## src/pkg/bwc_pkg.sv

```systemverilog
// Purpose: Constants and types for the bus width control register block
// Assumes: APB slave with 32-bit data, one register word
// Notes:   Width codes are shared with the external bus cycle logic

`default_nettype none

package bwc_pkg;

   ////////////////////////////////////////////////////////////////////////////////////////////////
   // Address map
   localparam logic [11:0] BUS_WIDTH_CONTROL_OFFSET = 12'h000;
   localparam int          ADDR_WIDTH               = 12;
   localparam int          NUM_REGION_PAIRS         = 4;

   ////////////////////////////////////////////////////////////////////////////////////////////////
   // Field positions
   localparam int RSVD_ZERO_HIGH_BIT = 15;
   localparam int RSVD_ONE_BIT       = 14;
   localparam int TIMER_GATE_BIT     = 13;
   localparam int RSVD_MID_MSB       = 12;
   localparam int RSVD_MID_LSB       = 8;
   localparam int LONGWORD_LSB       = 4;
   localparam int SIZE_LSB           = 0;
   localparam int STRB_LOW_LANE      = 0;
   localparam int STRB_HIGH_LANE     = 1;

   ////////////////////////////////////////////////////////////////////////////////////////////////
   // Reset values and the fixed value of bit 14
   localparam logic       RESET_TIMER_GATE = 1'h1;
   localparam logic [3:0] RESET_LONGWORD   = 4'h0;
   localparam logic [3:0] RESET_SIZE       = 4'hf;
   localparam logic       RSVD_ONE_VALUE   = 1'h1;

   ////////////////////////////////////////////////////////////////////////////////////////////////
   // Bus width codes
   localparam logic [1:0] WIDTH_8  = 2'h0;
   localparam logic [1:0] WIDTH_16 = 2'h1;
   localparam logic [1:0] WIDTH_32 = 2'h2;

   typedef logic [NUM_REGION_PAIRS-1:0][1:0] bwc_widths_type;

   typedef struct packed {
      logic                        timer_gate;
      logic [NUM_REGION_PAIRS-1:0] longword;
      logic [NUM_REGION_PAIRS-1:0] size;
      bwc_widths_type              widths;
      logic                        pready;
      logic                        pslverr;
      logic [31:0]                 prdata;
   } bwc_state_type;

   localparam bwc_state_type RESET_STATE = '{
      timer_gate : RESET_TIMER_GATE,
      longword   : RESET_LONGWORD,
      size       : RESET_SIZE,
      widths     : {NUM_REGION_PAIRS{WIDTH_16}},
      pready     : 1'h0,
      pslverr    : 1'h0,
      prdata     : 32'h0000_0000
   };

endpackage : bwc_pkg

`default_nettype wire

```

## src/design/bwc_bus_width_control.sv

```systemverilog
// Purpose: Bus width control register with timer access gate, APB slave
// Assumes: All inputs but rst synchronous to sys_clk (rst acts asynchronously); mode pins held steady in normal use
// Notes:   Region width outputs lag a register write by one cycle
//
// Chosen here: the APB interface to the registers and the register offsets.

`timescale 1ns/1ps
`default_nettype none

module bwc_bus_width_control
(
   input  wire logic                                 sys_clk,
   input  wire logic                                 rst,
   input  wire logic                                 psel,
   input  wire logic                                 penable,
   input  wire logic                                 pwrite,
   input  wire logic [bwc_pkg::ADDR_WIDTH-1:0]       paddr,
   input  wire logic [31:0]                          pwdata,
   input  wire logic [3:0]                           pstrb,
   output logic      [31:0]                          prdata,
   output logic                                      pready,
   output logic                                      pslverr,
   input  wire logic                                 rom_enabled,
   input  wire logic                                 reduced_pin_variant,
   input  wire logic                                 mode_wide,
   output logic                                      timer_reg_access_gate,
   output bwc_pkg::bwc_widths_type                   region_widths
);

   ////////////////////////////////////////////////////////////////////////////////////////////////
   // State

   bwc_pkg::bwc_state_type s;
   bwc_pkg::bwc_state_type next_s;

   logic        setup_phase;
   logic        access_done;
   logic        addr_hit;
   logic [3:0]  eff_longword;
   logic [15:0] read_image;

   assign setup_phase = psel && !penable;
   assign access_done = psel && penable && s.pready;
   assign addr_hit    = (paddr == bwc_pkg::BUS_WIDTH_CONTROL_OFFSET);

   // Longword bits do not exist on the reduced-pin variant
   assign eff_longword = reduced_pin_variant ? 4'h0 : s.longword;

   // Reserved bits are constants, never storage, so a write cannot reach them
   assign read_image = {1'b0,
                        bwc_pkg::RSVD_ONE_VALUE,
                        s.timer_gate,
                        5'h00,
                        eff_longword,
                        s.size};

   ////////////////////////////////////////////////////////////////////////////////////////////////
   // Next state

   always_comb
   begin
      next_s = s;

      // Answer one cycle after setup; pready is a flop so the access phase lasts one cycle
      next_s.pready  = setup_phase;
      next_s.pslverr = setup_phase && !addr_hit;
      next_s.prdata  = 32'h0000_0000;
      if (setup_phase && addr_hit && !pwrite)
      begin
         next_s.prdata = {16'h0000, read_image};
      end

      // Write lands at the completing edge, per byte lane
      if (access_done && pwrite && addr_hit)
      begin
         if (pstrb[bwc_pkg::STRB_HIGH_LANE])
         begin
            next_s.timer_gate = pwdata[bwc_pkg::TIMER_GATE_BIT];
         end
         if (pstrb[bwc_pkg::STRB_LOW_LANE])
         begin
            next_s.size = pwdata[bwc_pkg::SIZE_LSB +: 4];
            if (reduced_pin_variant)
            begin
               next_s.longword = 4'h0;
            end
            else
            begin
               next_s.longword = pwdata[bwc_pkg::LONGWORD_LSB +: 4];
            end
         end
      end

      // Longword wins over size; region 0/4 falls back to the mode pin without ROM
      for (int i = 0; i < bwc_pkg::NUM_REGION_PAIRS; i++)
      begin
         if ((i == 0) && !rom_enabled)
         begin
            if (reduced_pin_variant)
            begin
               next_s.widths[i] = mode_wide ? bwc_pkg::WIDTH_16 : bwc_pkg::WIDTH_8;
            end
            else
            begin
               next_s.widths[i] = mode_wide ? bwc_pkg::WIDTH_32 : bwc_pkg::WIDTH_16;
            end
         end
         else if (eff_longword[i])
         begin
            next_s.widths[i] = bwc_pkg::WIDTH_32;
         end
         else if (s.size[i])
         begin
            next_s.widths[i] = bwc_pkg::WIDTH_16;
         end
         else
         begin
            next_s.widths[i] = bwc_pkg::WIDTH_8;
         end
      end
   end

   ////////////////////////////////////////////////////////////////////////////////////////////////
   // Registers

   always_ff @(posedge sys_clk or posedge rst)
   begin
      if (rst)
      begin
         s <= bwc_pkg::RESET_STATE;
      end
      else
      begin
         s <= next_s;
      end
   end

   assign prdata                = s.prdata;
   assign pready                = s.pready;
   assign pslverr               = s.pslverr;
   assign timer_reg_access_gate = s.timer_gate;
   assign region_widths         = s.widths;

   generate
      for (genvar g = 1; g < bwc_pkg::NUM_REGION_PAIRS; g++)
      begin : g_region

      end
   endgenerate

   generate
      for (genvar p = 0; p < bwc_pkg::NUM_REGION_PAIRS; p++)
      begin : g_pair

      end
   endgenerate
endmodule : bwc_bus_width_control

`default_nettype wire

```

## config.mk

```make
export PLATFORM = sky130hd
export DESIGN_NAME = bwc_bus_width_control
export DESIGN_NICKNAME = d
export VERILOG_FILES = /design/src/pkg/bwc_pkg.sv /design/src/design/bwc_bus_width_control.sv
export SDC_FILE = /design/constraint.sdc
export NUM_CORES = 1
export LEC_CHECK = 0
export CAP_MARGIN = 20
export CELL_PAD_IN_SITES_DETAIL_PLACEMENT = 1
export CELL_PAD_IN_SITES_GLOBAL_PLACEMENT = 1
export CORE_ASPECT_RATIO = 1.1
export CORE_UTILIZATION = 44
export DETAILED_ROUTE_END_ITERATION = 10
export DONT_BUFFER_PORTS = 1
export HOLD_SLACK_MARGIN = 0.08
export PLACE_DENSITY = 0.77
export SETUP_SLACK_MARGIN = 0.3
export SLEW_MARGIN = 20
export SYNTH_ARGS = -nofsm -noshare
export SYNTH_HDL_FRONTEND = slang
export SYNTH_SLANG_ARGS = --single-unit
```

## constraint.sdc

```tcl
create_clock -name sys_clk -period 1.85 [get_ports sys_clk]
set_clock_uncertainty 0.1 [all_clocks]
set_input_delay 0.0925 -clock sys_clk [delete_from_list [all_inputs] [get_ports sys_clk]]
set_output_delay 0.0925 -clock sys_clk [all_outputs]
set_load 0.01 [all_outputs]
```

==> impl_metrics.env, run 1 <==
export IMPL_outcome="finished clean"
export IMPL_start_kind="input port"
export IMPL_maxCapViolations=0
export IMPL_setup_viol=0
export IMPL_synth_most_common_cell="buf_4"
export IMPL_ff2ff_path_depth=4
export IMPL_max_stage_delay_ns=0.57
export IMPL_synth_seq_cells=29
export IMPL_rsz0062_at_grt="no"
export IMPL_yosysSeqAreaShare_pct=52.78
export IMPL_cts_tree="done"
export IMPL_required_ns=2.00
export IMPL_first_global_vias=756
export IMPL_syn_area_um2=1396
export IMPL_crit_arrival_ns=1.69
export IMPL_ios=99
export IMPL_io_buffers=0
export IMPL_drc=0
export IMPL_die_y_um=61.09
export IMPL_numCtsBuffers=5
export IMPL_detail_route_antenna_nets=0
export IMPL_synth_top_area_share_pct=35.84
export IMPL_ys_warn_count=0
export IMPL_slew_viol_final=0
export IMPL_crit_top_cell="dlygate4sd3_1"
export IMPL_r2r_end="s[49]"
export IMPL_finalNetCount=186
export IMPL_dp_cells=136
export IMPL_worstSetupStartpoint="mode_wide"
export IMPL_h_tree_depth=2
export IMPL_synth_area_leaders="dfrtp_1, buf_4, dfstp_2"
export IMPL_synth_cells=120
export IMPL_antenna_cells=0
export IMPL_clock_latency_ns=0.31
export IMPL_regToRegStartpoint="pready"
export IMPL_worstPathCellList="dlygate4sd3_1 -> ha_1 -> inv_1 -> o22ai_1 -> dlygate4sd3_1"
export IMPL_tightest_slew_ns=0.5555
export IMPL_grt_util_all_layers_pct=14.64
export IMPL_ir_drop_v=0.0004505
export IMPL_wl_um=2305
export IMPL_grt_max_degree=30
export IMPL_post_layout_nonfiller_instances=164
export IMPL_antenna_found_initial=0
export IMPL_postSynthAreaPerCell_um2=11.64
export IMPL_drt_iter0_drc=17
export IMPL_ys_flop_type="dfrtp_1"
export IMPL_cp_max_fo=1
export IMPL_cts_sinks=29
export IMPL_worstSetupEndpoint="region_widths[0]"
export IMPL_cp_slowest_cell="dlygate4sd3_1"
export IMPL_rrSetupSlack_ns=0.34
export IMPL_drive_gt1_share_pct=22.31
export IMPL_clock_path_buffers=2
export IMPL_start_util_pct=46.21
export IMPL_avgRoutedWirePerCell_um=14.05
export IMPL_crit_type="input port to register"
export IMPL_dp_final_hpwl_um=1503
export IMPL_fin_crit_sh_pct=83.11
export IMPL_rows=21
export IMPL_setup_tns_ns=0
export IMPL_p_per_area_nw_per_um2=737.2
export IMPL_root_buffer="clkbuf_4"
export IMPL_min_path_type="input port to register"
export IMPL_worstSetupEndpointType="register"
export IMPL_synth_edf_count=0
export IMPL_routed_via_density=4.610
export IMPL_core_area_um2=3022
export IMPL_vias=756
export IMPL_yosys_top_cells_count="buf_4, dfrtp_1, and3_1, nor2b_1, mux2_2"
export IMPL_hold_viol=0
export IMPL_grt_first_pass_wirelength_um=3553
export IMPL_holdWs_ns=0.1175
export IMPL_synth_top_area_cell="dfrtp_1"
export IMPL_areaGrowthSynthToFinish_pct=7.527
export IMPL_place_congestion=0.6558
export IMPL_p_leak_nw=0.7734
export IMPL_die_area_um2=3403
export IMPL_path_clk_slew_ns=0.09
export IMPL_grt_overflow=0
export IMPL_synth_cell_types=19
export IMPL_firstDrtPassIters=4
export IMPL_max_freq_mhz=650.4
export IMPL_period_minus_slack_ns=1.537
export IMPL_async_flop_share_pct=100.0
export IMPL_dieWidth_um=55.71
export IMPL_relSlewSlack_pct=62.83
==> how the worst min path moves through the flow <==
| stage | from | end | depth (start not counted) | slack [ns] |
|---|---|---|---|---|
| after floorplan | rst | prdata[0] | 1 | 0.06 |
| after global placement | rst | region_widths[3] | 2 | -0.04 |
| after detailed placement | rst | region_widths[3] | 2 | -0.03 |
| after CTS | psel | timer_reg_access_gate | 3 | 0.09 |
| after global routing | psel | timer_reg_access_gate | 3 | 0.12 |
| final | psel | timer_reg_access_gate | 3 | 0.12 |
==> placed cells by master (no fill, tap or decap) <==
master / Yosys / layout
buf_12: 0 / 1
nor2b_1: 11 / 11
and2_1: 1 / 1
nand3_1: 1 / 1
conb_1: 1 / 22
nor4_1: 3 / 3
clkbuf_4: 0 / 5
ha_1: 1 / 1
dlygate4sd3_1: 0 / 20
mux2_2: 10 / 10
buf_4: 40 / 2
nand2b_1: 1 / 1
o22ai_1: 1 / 1
and3_1: 11 / 10
dfstp_2: 9 / 9
nor2_1: 2 / 2
clkbuf_8: 0 / 1
and4_1: 1 / 1
nand2_1: 1 / 1
inv_1: 4 / 4
and3_4: 0 / 1
clkbuf_1: 1 / 2
dfrtp_1: 20 / 20
==> critical path, delay by kind of cell <==
family                     cells  cell delay (ns)
buffers and inverters          3             1.15
AOI/OAI and AO/OA              1             0.17
adders and majority gates      1             0.27
==> area by class of cell <==
type | instances | area [µm²]
sequential | 29 | 737.0
clock buffer | 8 | 58.81
inverter | 4 | 15.01
timing repair buffer | 23 | 235.2
multi-input combinational | 66 | 412.9
fill | 340 | 1520
tap | 34 | 42.54
==> flip-flops by register name (all words and copies together), names as in the netlist <==
| name | flops |
|---|---|
| prdata | 10 |
| pready | 1 |
| pslverr | 1 |
| read_image | 4 |
| region_widths | 8 |
| s | 4 |
| timer_reg_access_gate | 1 |
==> cells by family after synthesis <==
group / share of synthesized area, %
other: 0.2686
multiplexers: 8.065
AND/OR/NAND/NOR: 13.89
AO/OA/AOI/OAI: 0.4483
flip-flops: 52.78
buffers and inverters: 23.66
adder cells (fa/ha/maj): 0.8959
==> stage by stage <==
stage	setup WS [ns]	cell area (µm²)	util [%]	total power [mW]
after CTS	0.3101	1516	50.19	1.125
after global routing	0.3009	1501	49.69	1.169
after detailed placement	0.3396	1237	40.95	0.7063
after global placement	0.3800	1237	40.95	0.7042
after floorplan	0.4534	1475	-	0.7348
final	0.3125	1501	49.69	1.107
==> where the power goes <==
group / leakage [nW] / internal, mW / switching (mW) / total [mW]
sequential: 0.370 / 0.641 / 0.00491 / 0.645
combinational: 0.371 / 0.0379 / 0.0491 / 0.0870
clock: 0.0326 / 0.187 / 0.187 / 0.374
total: 0.773 / 0.866 / 0.241 / 1.11
==> repair_timing <==
action / 4_1_cts / 5_1_grt
hold buffers: 22 / 1
endpoints found under the setup margin: 0 / 8
setup buffers: 0 / 0
resized for setup: 0 / 1
hold endpoints to repair: 58 / 9
==> routing by layer <==
layer	up-vias	GRT usage, %	wire (µm)
met5	-	0	0
met1	372	14.63	792
li1	342	-	-
met4	0	6.429	0
met2	42	28.74	1343
met3	0	4.412	169
No activity file was read; power rests on OpenSTA's default activity.
==> run 2, diff against run 1 <==
--- a/config.mk
+++ b/config.mk
@@ -9,11 +9,11 @@
 export CELL_PAD_IN_SITES_DETAIL_PLACEMENT = 1
 export CELL_PAD_IN_SITES_GLOBAL_PLACEMENT = 1
 export CORE_ASPECT_RATIO = 1.1
-export CORE_UTILIZATION = 44
+export CORE_UTILIZATION = 39
 export DETAILED_ROUTE_END_ITERATION = 10
 export DONT_BUFFER_PORTS = 1
 export HOLD_SLACK_MARGIN = 0.08
-export PLACE_DENSITY = 0.77
+export PLACE_DENSITY = 0.72
 export SETUP_SLACK_MARGIN = 0.3
 export SLEW_MARGIN = 20
 export SYNTH_ARGS = -nofsm -noshare
==> constraint.sdc (replaced) <==
create_clock -name sys_clk -period 1.4 [get_ports sys_clk]
set_clock_uncertainty 0.1 [all_clocks]
set_input_delay 0.07 -clock sys_clk [delete_from_list [all_inputs] [get_ports sys_clk]]
set_output_delay 0.07 -clock sys_clk [all_outputs]
set_load 0.01 [all_outputs]
==> run 2 against run 1 <==
  * Non-clock buffer count rose by 2
  * Wire length grew 0.87%
  * Sequential power up 32%
  * Global-route usage down 1.5 points
  * Design area increased by 4.2%
  * Utilization decreased by 3.5 points
  * Final cell count is 9.1% higher
  * Sequential cell count unchanged
  * Power rose by 32%
  * Count of clock-buffer cells in the layout is 1 lower
  * Die area increased by 12%
  * Highest routed layer is now met4
==> impl_metrics.env, run 2 (synthesized netlist as in run 1, its figures left out) <==
export IMPL_antenna_found_initial=0
export IMPL_netSwitchingPower_mw=0.3277
export IMPL_core_area_um2=3386
export IMPL_start_kind="register"
export IMPL_cts_tree="done"
export IMPL_largest_reg_flops=10
export IMPL_hold_depth=3
export IMPL_slew_viol_final=0
export IMPL_hold_viol=0
export IMPL_p_leak_nw=0.8071
export IMPL_grt_max_degree=30
export IMPL_stdcell_area_um2=1565
export IMPL_p_per_area_nw_per_um2=935.3
export IMPL_ir_drop_v=0.0004437
export IMPL_seq_area_um2=737.0
export IMPL_routed_via_density=4.285
export IMPL_die_y_um=64.76
export IMPL_dp_final_hpwl_um=1620
export IMPL_fin_crit_sh_pct=99.80
export IMPL_antenna_cells=0
export IMPL_wl_um=2325
export IMPL_rows=22
export IMPL_fillers=369
export IMPL_clock_latency_ns=0.31
export IMPL_max_freq_mhz=715.7
export IMPL_finalNetCount=188
export IMPL_required_ns=1.50
export IMPL_power_frac_comb_pct=8.4
export IMPL_power_frac_seq_pct=58.2
export IMPL_grt_util_all_layers_pct=13.11
export IMPL_swShare_pct=22.38
export IMPL_final_common_cell="conb_1"
export IMPL_period_minus_slack_ns=1.397
export IMPL_maxCapViolations=0
export IMPL_die_area_um2=3824
export IMPL_dieWidth_um=59.05
export IMPL_p_clk_share_pct=33.4
export IMPL_vias=767
export IMPL_start_util_pct=41.24
export IMPL_regToRegStartpoint="pready"
export IMPL_min_from="pstrb[0]"
export IMPL_crit_arrival_ns=1.49
export IMPL_drc=0
export IMPL_min_path_type="input port to register"
export IMPL_final_cell_mix="conb_1, dfrtp_1, dlygate4sd3_1"
export IMPL_total_power_mw=1.464
export IMPL_hold_path_end="read_image[2]"
export IMPL_worstSetupStartpoint="pready"
export IMPL_path_clk_slew_ns=0.08
export IMPL_root_buffer="clkbuf_4"
export IMPL_outcome="finished clean"
export IMPL_first_global_vias=751
export IMPL_h_tree_depth=2
export IMPL_utilization_pct=46.23
export IMPL_setup_viol=0
export IMPL_drt_iter0_drc=31
export IMPL_detail_route_antenna_nets=0
export IMPL_avgRoutedWirePerCell_um=12.99
export IMPL_firstDrtPassIters=4
export IMPL_grt_overflow=0
export IMPL_p_int_mw=1.136
export IMPL_worstSetupEndpointType="register"
export IMPL_numCtsBuffers=5
export IMPL_rsz0062_at_grt="yes"
export IMPL_ff2ff_path_depth=4
export IMPL_rrSetupSlack_ns=0.003
export IMPL_ios=99
export IMPL_cp_max_fo=8
export IMPL_r2r_end="s[48]"
export IMPL_place_congestion=0.6586
export IMPL_multi_input_area_um2=451.7
export IMPL_placed_cell_area_um2=1289
export IMPL_drive_gt1_share_pct=28.24
export IMPL_crit_type="register to register"
export IMPL_areaGrowthSynthToFinish_pct=12.10
export IMPL_cts_sinks=29
export IMPL_clock_path_buffers=2
export IMPL_io_buffers=0
export IMPL_grt_first_pass_wirelength_um=3477
-- run 2: layer usage --
| layer | global-route usage [%] | up-vias | routed length, µm |
|---|---|---|---|
| met5 | 0 | - | 0 |
| met2 | 22.44 | 46 | 1291 |
| li1 | - | 346 | - |
| met1 | 13.27 | 370 | 851 |
| met4 | 9.821 | 0 | 48 |
| met3 | 3.593 | 5 | 133 |
-- run 2: stage by stage --
step,worst slack [ns],hold slack (ns),std cells,TNS (ns)
3_5_place_dp,-0.01481,-0.05420,152,-0.05336
6_report,0.002838,0.1371,179,0
2_1_floorplan,0.04559,0.03418,141,0
5_1_grt,-0.02301,0.1350,179,-0.1408
3_3_place_gp,0.006932,-0.06039,152,0
4_1_cts,0.002432,0.1136,177,0
-- run 2: final cells by class --
type                            instances  share of cell area, %
Clock buffer                            7                  3.517
Inverter                                4                 0.9592
Multi-Input combinational cell         66                  28.86
Sequential cell                        29                  47.08
Tap cell                               48                  3.837
Timing Repair Buffer                   25                  15.75
-- run 2: critical path, cell delays in order (launching register included) --
cell and delay (ns):
dfrtp_1 0.36, and4_1 0.20, and3_4 0.19, buf_12 0.13
mux2_4 0.29
-- run 2: worst max-delay path by stage --
stage               slack, ns  cells past startpoint  endpoint
floorplan                0.05                      4     s[46]
CTS                     0.002                      4     s[48]
global placement        0.007                      5     s[48]
detailed placement      -0.01                      5     s[46]
global route            -0.02                      4     s[47]
finish                  0.003                      4     s[48]
-- run 2: what timing repair did --
item | 4_1_cts | 5_1_grt
hold endpoints to repair | 58 | 0
hold buffers | 17 | 0
cloned | 0 | 1
resized for setup | 2 | 7
endpoints found under the setup margin | 9 | 21
pin swaps | 0 | 1
buffers inserted | 1 | 1
-- run 2: power by group through the flow --
stage	Sequential (mW)	Combinational, mW	Clock [mW]
final	0.852	0.123	0.489
after global placement	0.867	0.0676	0
after global routing	0.853	0.136	0.549
after CTS	0.853	0.115	0.515
after floorplan	0.865	0.107	0
after detailed placement	0.868	0.0710	0
